File: src/hw/sso_map.svh
// constants for the servo status output block: register indices, resets, timing
// assumes a 250 MHz core clock and word-indexed register addresses
//
// Overview of operation
// - fault output high from alarm until cleared
// - low fault-clear input clears latched alarm
// - reset starts with no alarm latched
// - panel clear request acts like clear input
// - motion output low while speed above threshold
// - threshold 0 to 3000 rpm, default 20
// - motion state readable for the panel
// - ready low after servo-on and preparation
// - ready needs no alarm and main power
// - index output low at encoder index
// - index, overtravel, excitation only on selected pins
// - overtravel output high when a limit active
// - limit disable digits apply after restart
// - both limits disabled holds overtravel low
// - excitation output low while servo energised
// - pin select codes 1,2,5,6,7
`ifndef SSO_MAP_SVH
`define SSO_MAP_SVH

`define SSO_ADDR_W          4
`define SSO_REG_CTRL        4'h0
`define SSO_REG_THRESH      4'h1
`define SSO_REG_LIMCFG      4'h2
`define SSO_REG_PINSEL      4'h3
`define SSO_REG_STATUS      4'h4
`define SSO_REG_IRQ_STAT    4'h5
`define SSO_REG_IRQ_CLR     4'h6
`define SSO_REG_IRQ_EN      4'h7

`define SSO_CTRL_SERVO_ON   0
`define SSO_CTRL_RESTART    1

`define SSO_SPEED_W         12
`define SSO_THRESH_MAX      12'hbb8
`define SSO_THRESH_RESET    12'h014
`define SSO_PINSEL_RESET    12'h021
`define SSO_PAIRS           3

`define SSO_IRQ_ALARM       0
`define SSO_IRQ_TRAVEL      1
`define SSO_IRQ_MOTION      2
`define SSO_IRQ_W           3

`define SSO_CLK_MHZ         250
`define SSO_DEBOUNCE_NS     1000
`define SSO_DEBOUNCE_CYC    ((`SSO_DEBOUNCE_NS * `SSO_CLK_MHZ + 999) / 1000)
`define SSO_DEB_W           8

`endif

File: src/hw/sso_pkg.sv
// types shared by the servo status output block
// assumes sso_map.svh supplies the numeric constants
package sso_pkg;
  typedef enum logic [3:0] {
    SSO_SEL_MOTION = 4'h1,
    SSO_SEL_READY  = 4'h2,
    SSO_SEL_INDEX  = 4'h5,
    SSO_SEL_TRAVEL = 4'h6,
    SSO_SEL_EXCITE = 4'h7
  } sso_pin_sel_type;
endpackage

File: src/hw/sso_status_outputs.sv
// servo status outputs: alarm latch, motion detect, ready, index, overtravel, excitation
// assumes pins are asynchronous, drive-internal status inputs are on clk
//
// Chosen here: the register addresses and the strobed register port.
`include "sso_map.svh"

module sso_status_outputs
  import sso_pkg::*;
(
  input  wire logic                          clk,
  input  wire logic                          reset,
  input  wire logic                          clk_en,
  input  wire logic [`SSO_ADDR_W-1:0]        reg_addr,
  input  wire logic [31:0]                   reg_wdata,
  input  wire logic                          reg_wr,
  input  wire logic                          reg_rd,
  output logic      [31:0]                   reg_rdata,
  input  wire logic                          fault_clear_in_n,
  input  wire logic                          fwd_limit_in_n,
  input  wire logic                          rev_limit_in_n,
  input  wire logic                          index_in,
  input  wire logic                          alarm_detect,
  input  wire logic                          panel_clear,
  input  wire logic [`SSO_SPEED_W-1:0]       motor_speed,
  input  wire logic                          prep_done,
  input  wire logic                          main_power_ok,
  input  wire logic                          motor_energised,
  output logic                               fault_flag_out,
  output logic      [`SSO_PAIRS-1:0]         pin_pair_out,
  output logic                               irq
);

  localparam int NPIN = 4;
  localparam int NDEB = 3;
  localparam logic [`SSO_DEB_W-1:0] DEB_CYC = `SSO_DEB_W'(`SSO_DEBOUNCE_CYC);
  localparam logic [`SSO_DEB_W-1:0] DEB_LAST = DEB_CYC - 8'h01;

  logic [NPIN-1:0]           sync1_q;
  logic [NPIN-1:0]           sync2_q;
  logic [NDEB-1:0]           deb_q;
  logic [`SSO_DEB_W-1:0]     deb_cnt_q [NDEB];
  logic                      alarm_q;
  logic                      motion_q;
  logic                      ready_q;
  logic                      index_q;
  logic                      travel_q;
  logic                      travel_d;
  logic                      excite_q;
  logic                      servo_on_q;
  logic [`SSO_SPEED_W-1:0]   thresh_q;
  logic [1:0]                limcfg_pend_q;
  logic [1:0]                limcfg_act_q;
  logic [11:0]               pinsel_q;
  logic [`SSO_IRQ_W-1:0]     irq_stat_q;
  logic [`SSO_IRQ_W-1:0]     irq_en_q;
  logic [`SSO_IRQ_W-1:0]     irq_event;
  logic [`SSO_IRQ_W-1:0]     irq_clr;
  logic                      clr_req;
  logic                      wr_ctrl;
  logic [31:0]               rdata_d;

  always_ff @(posedge clk) begin
    if (reset) begin
      // index idles low: resetting its stages high would fake a pulse
      sync1_q <= 4'h7;
      sync2_q <= 4'h7;
    end else if (clk_en) begin
      sync1_q <= {index_in, rev_limit_in_n, fwd_limit_in_n, fault_clear_in_n};
      sync2_q <= sync1_q;
    end
  end

  // debounce filters
  // index is not filtered: its width is speed dependent and must stay intact
  generate
    for (genvar i = 0; i < NDEB; i++) begin : g_deb
      always_ff @(posedge clk) begin
        if (reset) begin
          deb_q[i]     <= 1'b1;
          deb_cnt_q[i] <= '0;
        end else if (clk_en) begin
          if (sync2_q[i] == deb_q[i]) begin
            deb_cnt_q[i] <= '0;
          end else if (deb_cnt_q[i] == DEB_CYC - 8'h01) begin
            deb_q[i]     <= sync2_q[i];
            deb_cnt_q[i] <= '0;
          end else begin
            deb_cnt_q[i] <= deb_cnt_q[i] + 8'h01;
          end
        end
      end
    end
  endgenerate

  assign clr_req = ~deb_q[0] | panel_clear;

  // alarm latch, a new alarm wins over a clear
  always_ff @(posedge clk) begin
    if (reset) begin
      alarm_q <= 1'b0;
    end else if (clk_en) begin
      if (alarm_detect) begin
        alarm_q <= 1'b1;
      end else if (clr_req) begin
        alarm_q <= 1'b0;
      end
    end
  end

  always_ff @(posedge clk) begin
    if (reset) begin
      fault_flag_out <= 1'b0;
    end else if (clk_en) begin
      fault_flag_out <= alarm_detect | (alarm_q & ~clr_req);
    end
  end

  // overtravel level, shared with the event detector
  assign travel_d = (~deb_q[1] & ~limcfg_act_q[0]) | (~deb_q[2] & ~limcfg_act_q[1]);

  // status detectors, one stage each
  always_ff @(posedge clk) begin
    if (reset) begin
      motion_q <= 1'b0;
      ready_q  <= 1'b0;
      index_q  <= 1'b0;
      travel_q <= 1'b0;
      excite_q <= 1'b0;
    end else if (clk_en) begin
      motion_q <= motor_speed > thresh_q;
      ready_q  <= servo_on_q & prep_done & ~alarm_q & main_power_ok;
      index_q  <= sync2_q[3];
      travel_q <= travel_d;
      excite_q <= servo_on_q & motor_energised;
    end
  end

  // pin pair routing, unknown codes leave the pair off
  generate
    for (genvar p = 0; p < `SSO_PAIRS; p++) begin : g_pair
      always_ff @(posedge clk) begin
        if (reset) begin
          pin_pair_out[p] <= 1'b1;
        end else if (clk_en) begin
          case (pinsel_q[4*p +: 4])
            SSO_SEL_MOTION: pin_pair_out[p] <= ~motion_q;
            SSO_SEL_READY:  pin_pair_out[p] <= ~ready_q;
            SSO_SEL_INDEX:  pin_pair_out[p] <= ~index_q;
            SSO_SEL_TRAVEL: pin_pair_out[p] <= travel_q;
            SSO_SEL_EXCITE: pin_pair_out[p] <= ~excite_q;
            default:        pin_pair_out[p] <= 1'b1;
          endcase
        end
      end
    end
  endgenerate

  assign wr_ctrl = reg_wr && reg_addr == `SSO_REG_CTRL;

  // control and configuration registers
  always_ff @(posedge clk) begin
    if (reset) begin
      servo_on_q    <= 1'b0;
      thresh_q      <= `SSO_THRESH_RESET;
      limcfg_pend_q <= 2'h0;
      pinsel_q      <= `SSO_PINSEL_RESET;
    end else if (clk_en && reg_wr) begin
      if (wr_ctrl) begin
        servo_on_q <= reg_wdata[`SSO_CTRL_SERVO_ON];
      end
      // threshold clamped to its range, effective at once
      if (reg_addr == `SSO_REG_THRESH) begin
        thresh_q <= (reg_wdata[31:12] != 20'h0 || reg_wdata[11:0] > `SSO_THRESH_MAX) ?
                    `SSO_THRESH_MAX : reg_wdata[11:0];
      end
      if (reg_addr == `SSO_REG_LIMCFG) begin
        limcfg_pend_q <= reg_wdata[1:0];
      end
      if (reg_addr == `SSO_REG_PINSEL) begin
        pinsel_q <= reg_wdata[11:0];
      end
    end
  end

  // limit disables only move to the active copy on a restart
  always_ff @(posedge clk) begin
    if (reset) begin
      limcfg_act_q <= 2'h0;
    end else if (clk_en && wr_ctrl && reg_wdata[`SSO_CTRL_RESTART]) begin
      limcfg_act_q <= limcfg_pend_q;
    end
  end

  // interrupt events on rising edges, set wins over clear
  assign irq_event[`SSO_IRQ_ALARM]  = alarm_detect & ~alarm_q;
  assign irq_event[`SSO_IRQ_TRAVEL] = travel_d & ~travel_q;
  assign irq_event[`SSO_IRQ_MOTION] = (motor_speed > thresh_q) & ~motion_q;
  assign irq_clr = (reg_wr && reg_addr == `SSO_REG_IRQ_CLR) ?
                   reg_wdata[`SSO_IRQ_W-1:0] : '0;

  always_ff @(posedge clk) begin
    if (reset) begin
      irq_stat_q <= '0;
      irq_en_q   <= '0;
      irq        <= 1'b0;
    end else if (clk_en) begin
      irq_stat_q <= (irq_stat_q & ~irq_clr) | irq_event;
      if (reg_wr && reg_addr == `SSO_REG_IRQ_EN) begin
        irq_en_q <= reg_wdata[`SSO_IRQ_W-1:0];
      end
      irq <= |(irq_stat_q & irq_en_q);
    end
  end

  // read mux; motion state visible to the panel through status
  always_comb begin
    rdata_d = 32'h0;
    case (reg_addr)
      `SSO_REG_CTRL:     rdata_d[0] = servo_on_q;
      `SSO_REG_THRESH:   rdata_d[11:0] = thresh_q;
      `SSO_REG_LIMCFG:   rdata_d[3:0] = {limcfg_act_q, limcfg_pend_q};
      `SSO_REG_PINSEL:   rdata_d[11:0] = pinsel_q;
      `SSO_REG_STATUS:   rdata_d[5:0] = {index_q, excite_q, travel_q, ready_q, motion_q, alarm_q};
      `SSO_REG_IRQ_STAT: rdata_d[`SSO_IRQ_W-1:0] = irq_stat_q;
      `SSO_REG_IRQ_EN:   rdata_d[`SSO_IRQ_W-1:0] = irq_en_q;
      default:           rdata_d = 32'h0;
    endcase
  end

  // data stand only in the cycle after the read strobe
  always_ff @(posedge clk) begin
    if (reset) begin
      reg_rdata <= 32'h0;
    end else if (clk_en) begin
      reg_rdata <= reg_rd ? rdata_d : 32'h0;
    end
  end
endmodule // sso_status_outputs

File: config.mk
export PLATFORM = sky130hd
export DESIGN_NAME = sso_status_outputs
export DESIGN_NICKNAME = d
export VERILOG_FILES = /design/src/hw/sso_pkg.sv /design/src/hw/sso_status_outputs.sv
export VERILOG_INCLUDE_DIRS = /design/src /design/src/hw
export SDC_FILE = /design/constraint.sdc
export NUM_CORES = 1
export LEC_CHECK = 0
export BUFFER_PORTS_ARGS = -buffer_cell sky130_fd_sc_hd__clkbuf_2
export CORE_MARGIN = 2
export CORE_UTILIZATION = 59
export CTS_BUF_LIST = sky130_fd_sc_hd__clkbuf_16
export DETAILED_ROUTE_END_ITERATION = 6
export PLACE_DENSITY_LB_ADDON = 0.15
export SLEW_MARGIN = 20
export SYNTH_ARGS = -nofsm -noshare
export SYNTH_HDL_FRONTEND = slang
export SYNTH_SLANG_ARGS = --single-unit
export TNS_END_PERCENT = 50
File: constraint.sdc
create_clock -name clk -period 3.9 [get_ports clk]
set_input_delay 0.195 -clock clk [delete_from_list [all_inputs] [get_ports clk]]
set_output_delay 0.195 -clock clk [all_outputs]
set_load 0.02 [all_outputs]
# ---- Word level (Yosys, flattened, before mapping)
# Memories as Yosys holds them, arrays and structs flattened.
# Cells that the tools add are included.
dict set report op_classes {
  muxes 66
  eq_ne 28
  n_addsub 3
  reduce_logical 20
  order_cmp 2
  n_bitwise 41
}
# operator n
set op_table {}
lappend op_table {{$mux 8} 9}
lappend op_table {{$eq 4x3->1 const B} 13}
lappend op_table {{$mux 1} 46}
lappend op_table {{$add 8x1->8 const B} 3}
lappend op_table {{$eq 8x8->1 const B} 3}
lappend op_table {{$mux 12} 2}
lappend op_table {{$eq 4x2->1 const B} 5}
lappend op_table {{$reduce_bool 20->1} 1}
lappend op_table {{$eq 4x1->1 const B} 4}
lappend op_table {{$not 1->1} 15}
lappend op_table {{$pmux 1 s5} 3}
lappend op_table {{$gt 12x12->1} 1}
lappend op_table {{$gt 12x12->1 const B} 1}
lappend op_table {{$or 1x1->1} 12}
lappend op_table {{$pmux 2 s6} 1}
lappend op_table {{$pmux 6 s2} 1}
lappend op_table {{$reduce_and 2->1} 6}
lappend op_table {{$and 1x1->1} 10}
lappend op_table {{$reduce_and 3->1} 3}
lappend op_table {{$pmux 1 s7} 1}
lappend op_table {{$and 3x3->3} 2}
lappend op_table {{$logic_and 1x1->1} 6}
lappend op_table {{$pmux 2 s3} 1}
lappend op_table {{$logic_not 4->1} 1}
lappend op_table {{8 further kinds} 10}
dict set report totals {
  mem_bits_rw 24
  memories 1
  regBits 89
  word_cells 185
  input_bits 62
}
# memory depth width rd rd_clocked_by_memory_dff write_ports line_no
set mem_list {}
lappend mem_list {deb_cnt_q 3 8 3 0 3 sso_status_outputs.sv:41} ;# logic [`SSO_DEB_W-1:0] deb_cnt_q [NDEB];

# ---- Depth between registers and ports, before layout
# An unclocked memory read counts as a cell.
dict set report depth {
  ltp_word 9
  ltp_mapped 8
  depth_no_buf 7
}

# ---- Worst setup path after synthesis
# Ideal clock, no wire load.
dict set report synth_timing {
  kind {register -> register}
  startpoint {register thresh_q[9]}
  endpoint {register irq_stat_q[2]}
  setup_ps 131
  required_ps 3769
  path_slack_ps 2350
  period_less_slack_ps 1550
  n_path_buf 0
  path_stages_with_launch 8
  t_arrival_ps 1420
  path_cell_list {dfxtp_1 > inv_1 > ha_1 > a21o_1 > a21oi_1 > nor2b_1 > o41ai_1 > o21ai_0}
}
dict set report synth_between {
  elab_chain_len 3
}
# item line_no
set synth_lines {}
lappend synth_lines {{start, declared} sso_status_outputs.sv:50} ;# logic [`SSO_SPEED_W-1:0] thresh_q;
lappend synth_lines {{start signal, assigned} sso_status_outputs.sv:164} ;# thresh_q <= `SSO_THRESH_RESET;
lappend synth_lines {{start signal, assigned} sso_status_outputs.sv:173} ;# thresh_q <= (reg_wdata[31:12] != 20'h0 || reg_wdata[11:0] > `SSO_THRESH_MAX) ?
lappend synth_lines {{$gt 12x12->1} sso_status_outputs.sv:197} ;# assign irq_event[`SSO_IRQ_MOTION] = (motor_speed > thresh_q) & ~motion_q;
lappend synth_lines {{$and 1x1->1} sso_status_outputs.sv:197}
lappend synth_lines {{$or 3x3->3} sso_status_outputs.sv:207} ;# irq_stat_q <= (irq_stat_q & ~irq_clr) | irq_event;
lappend synth_lines {{end signal, assigned} sso_status_outputs.sv:207}
lappend synth_lines {{end, declared} sso_status_outputs.sv:54} ;# logic [`SSO_IRQ_W-1:0] irq_stat_q;
# Every way passes these cells.
# A chain may end at the register's enable or synchronous reset.

==> summary.txt <==
Critical path
  • Worst Path Arrival: roughly 2400 ps
  • Max stage delay on crit path: 930 ps
  • CP cell instances: clkbuf_2, nor2_1, inv_1
  • Startpoint types: input pin
  • Crit Path Max Fanout: 40
  • Worst setup EP type: flop
  • CP Class: in -> reg
  • WP data required: between 3000 and 4000 ps
  • CP max stage cell: nor2_1

Synthesis
  • Asr flop ratio synth: 0%
  • Synthesized area: ~4800 um^2
  • Most used DFF post-synth: dfxtp_1
  • Post-synth top area share: 28.9%
  • Unique masters post-synth: just under 60
  • Yosys reg bits: between 90 and 100
  • EDFF count, synth: 24
  • Top cells by area, synth: dfxtp_1 29%, edfxtp_1 15%, mux2i_1 7.3%
  • Mapped Cells: ~500
  • Avg Synthesized Cell Area: 9.32 um^2
  • Yosys warning total: 0
  • Sequential area share after synthesis: about 44%
  • Area leader, netlist: dfxtp_1

Clock tree
  • Number of H-tree levels: 3
  • Clk buf depth: 2
  • Clock sinks: 93
  • Post-CTS Hold Fix Bufs: 0
  • Postcts setup bufs: 0
  • Post-CTS sizing: 0
  • Worst-Skew Late Latency: approximately 330 ps
  • Root buf cell: clkbuf_16
  • Clock tree from TritonCTS: done
  • CTS clk-pin slew, worst paths: approximately 60 ps
  • Num CTS Buffers: 9

GRT
  • Antenna violations before repair: 0
  • Total gr overflow: 0
  • First-pass GRT wire length: approximately 17 mm
  • Tot GR Track Use: between 20% and 30%
  • Largest net degree at the start of global routing: slightly above 40
  • Vias in the first global route: about 3.7k

STA
  • Max Fclk: about 400 MHz
  • RSZ-0062 raised after global routing: false
  • Endpoints failing setup: 0
  • Setup TNS: 0 ps
  • Worst setup margin: about 1400 ps
  • Max transition margin: about a third
  • Final Hold Vio Count: 0
  • Slew Limit Fails: 0
  • Worst Max-Slew Pin Slew: roughly 990 ps
  • Final Skew: between 6 and 7 ps
  • Tmin final: ~2500 ps
  • Period utilization: between 60% and 70%

Die
  • Initial Util: 61.5%
  • Width of the die: between 90 and 100 um
  • Die Span Y: around 94 um
  • Full die area: 8830 um^2
  • FP Rows: 32
  • # IOs: between 90 and 100
  • Core ar.: 7770 um^2

Power
  • Static Leak: roughly 2.2 nW
  • PwrDens: 378 nW/um^2
  • Worst IR Drop VDD: between 0.2 and 0.25 mV

Flow run
  • Total of max-cap violations: 0

Layout
  • Fill cells: about 620
  • Register area: between 2000 and 2500 um^2
  • Layout area overhead: 12.9%
  • Final core utilization: just under 70%
  • NumNets Final: 660
  • Post-route cell area: around 5400 um^2
  • Diode count: 0
  • Multi-input gate area: ~2400 um^2
  • Layout cells sized above 1: 18.1%

Min path
  • HP Class: in -> reg

Drt
  • Vias per inst: between 5 and 6
  • Vias: a little under 4k
  • Drt drc: 0
  • Total Wirelength: around 11 mm
  • Antenna-violating nets left: 0
  • TritonRoute pass-1 iters: 5
  • Wire length per cell: approximately 15 um
  • Detailed Route Iter0 Violations: approximately 230

Placement
  • Post-Place Setup Slack: between 1000 and 1500 ps
  • Area after DPL: around 5000 um^2
  • DPL Wire Length: slightly below 8 mm
  • Final GP Congestion: between 0.9 and 1
  • I/O Buffers: 78

Run status
  • Status: finished, final reports clean
-- cells in the final DEF, fill, tap and decap left out, types with 18 or more instances in the layout --
| cell type | Yosys | final |
|---|---|---|
| a21oi_1 | 19 | 19 |
| dfxtp_1 | 69 | 69 |
| nand2_1 | 51 | 51 |
| clkbuf_2 | 0 | 78 |
| ha_1 | 18 | 18 |
| nand3_1 | 21 | 21 |
| mux2i_1 | 35 | 35 |
| inv_1 | 21 | 22 |
| conb_1 | 1 | 20 |
| edfxtp_1 | 24 | 24 |
| o21ai_0 | 23 | 23 |
| nor2_1 | 65 | 65 |
-- layer usage --
layer	wire length, um	vias to the layer above	GRT usage, %	share of wire [%]
li1	-	1920	-	-
met5	0	-	0	0
met2	4920	142	39.8	46
met1	4790	1881	34.2	45
met3	723	22	4.65	6.8
met4	207	0	9.90	1.9
-- stage by stage --
step | power (mW) | hold WS (ps) | cells
final | 2.04 | 74.8 | 687
after global routing | 2.10 | 101 | 687
after CTS | 2.05 | 70.1 | 687
after detailed placement | 1.23 | 415 | 671
after global placement | 1.22 | 419 | 671
after floorplan | 1.17 | 313 | 531
-- critical path: cells and delay by family --
| family | cells | cell delay (ps) |
|---|---|---|
| and+or+nand+nor | 1 | 930 |
| buffers and inverters | 2 | 1210 |
-- cell families after synthesis --
kind of cell	share of synthesized area (%)
buffers and inverters	7.23
other	0.0786
AND/OR/NAND/NOR	19.2
flip-flops	44.0
XOR/XNOR	3.85
multiplexers	8.28
AO/OA/AOI/OAI	12.6
adder cells (fa/ha/maj)	4.72
-- synthesized netlist by cell type (6+ instances only) --
cell type / instances
dfxtp_1: 69
nor2_1: 65
nand2_1: 51
mux2i_1: 35
edfxtp_1: 24
o21ai_0: 23
buf_4: 21
inv_1: 21
nand3_1: 21
a21oi_1: 19
ha_1: 18
xnor2_1: 13
a22oi_1: 10
clkbuf_1: 10
nor3_1: 8
xor2_1: 8
and3_1: 7
nor2b_1: 7
buf_2: 6
-- worst paths after layout --
kind,from,endpoint,slack [ps],cells after the start
min,fault_clear_in_n,sync1_q[0],70,3
min reg2reg,reg_rdata[7],reg_rdata[7],450,2
max reg2reg,thresh_q[11],irq_stat_q[2],1960,7
max,reset,deb_cnt_q[0][0],1440,3
-- power by group --
part	total [mW]	internal (mW)	switching, mW
logic	0.173	0.0655	0.108
registers	1.03	1.01	0.0220
clock network	0.832	0.487	0.344
total	2.04	1.56	0.474
-- registers in the layout, indices dropped and copies added (netlist names), 2 cells and up --
register / flops
deb_q: 3
limcfg_pend_q: 2
irq_en_q: 3
reg_rdata: 12
limcfg_act_q: 2
pin_pair_out: 3
pinsel_q: 12
deb_cnt_q: 24
thresh_q: 12
sync2_q: 4
irq_stat_q: 3
sync1_q: 4
-- layout make-up --
cell class	instances	area share, %
clock inverter	7	1.09
tap	102	2.37
sequential	93	39.0
timing repair buffer	79	7.38
clock buffer	9	4.18
multi-input combinational	375	44.5
inverter	22	1.53
(Power assumes the default switching activity.)
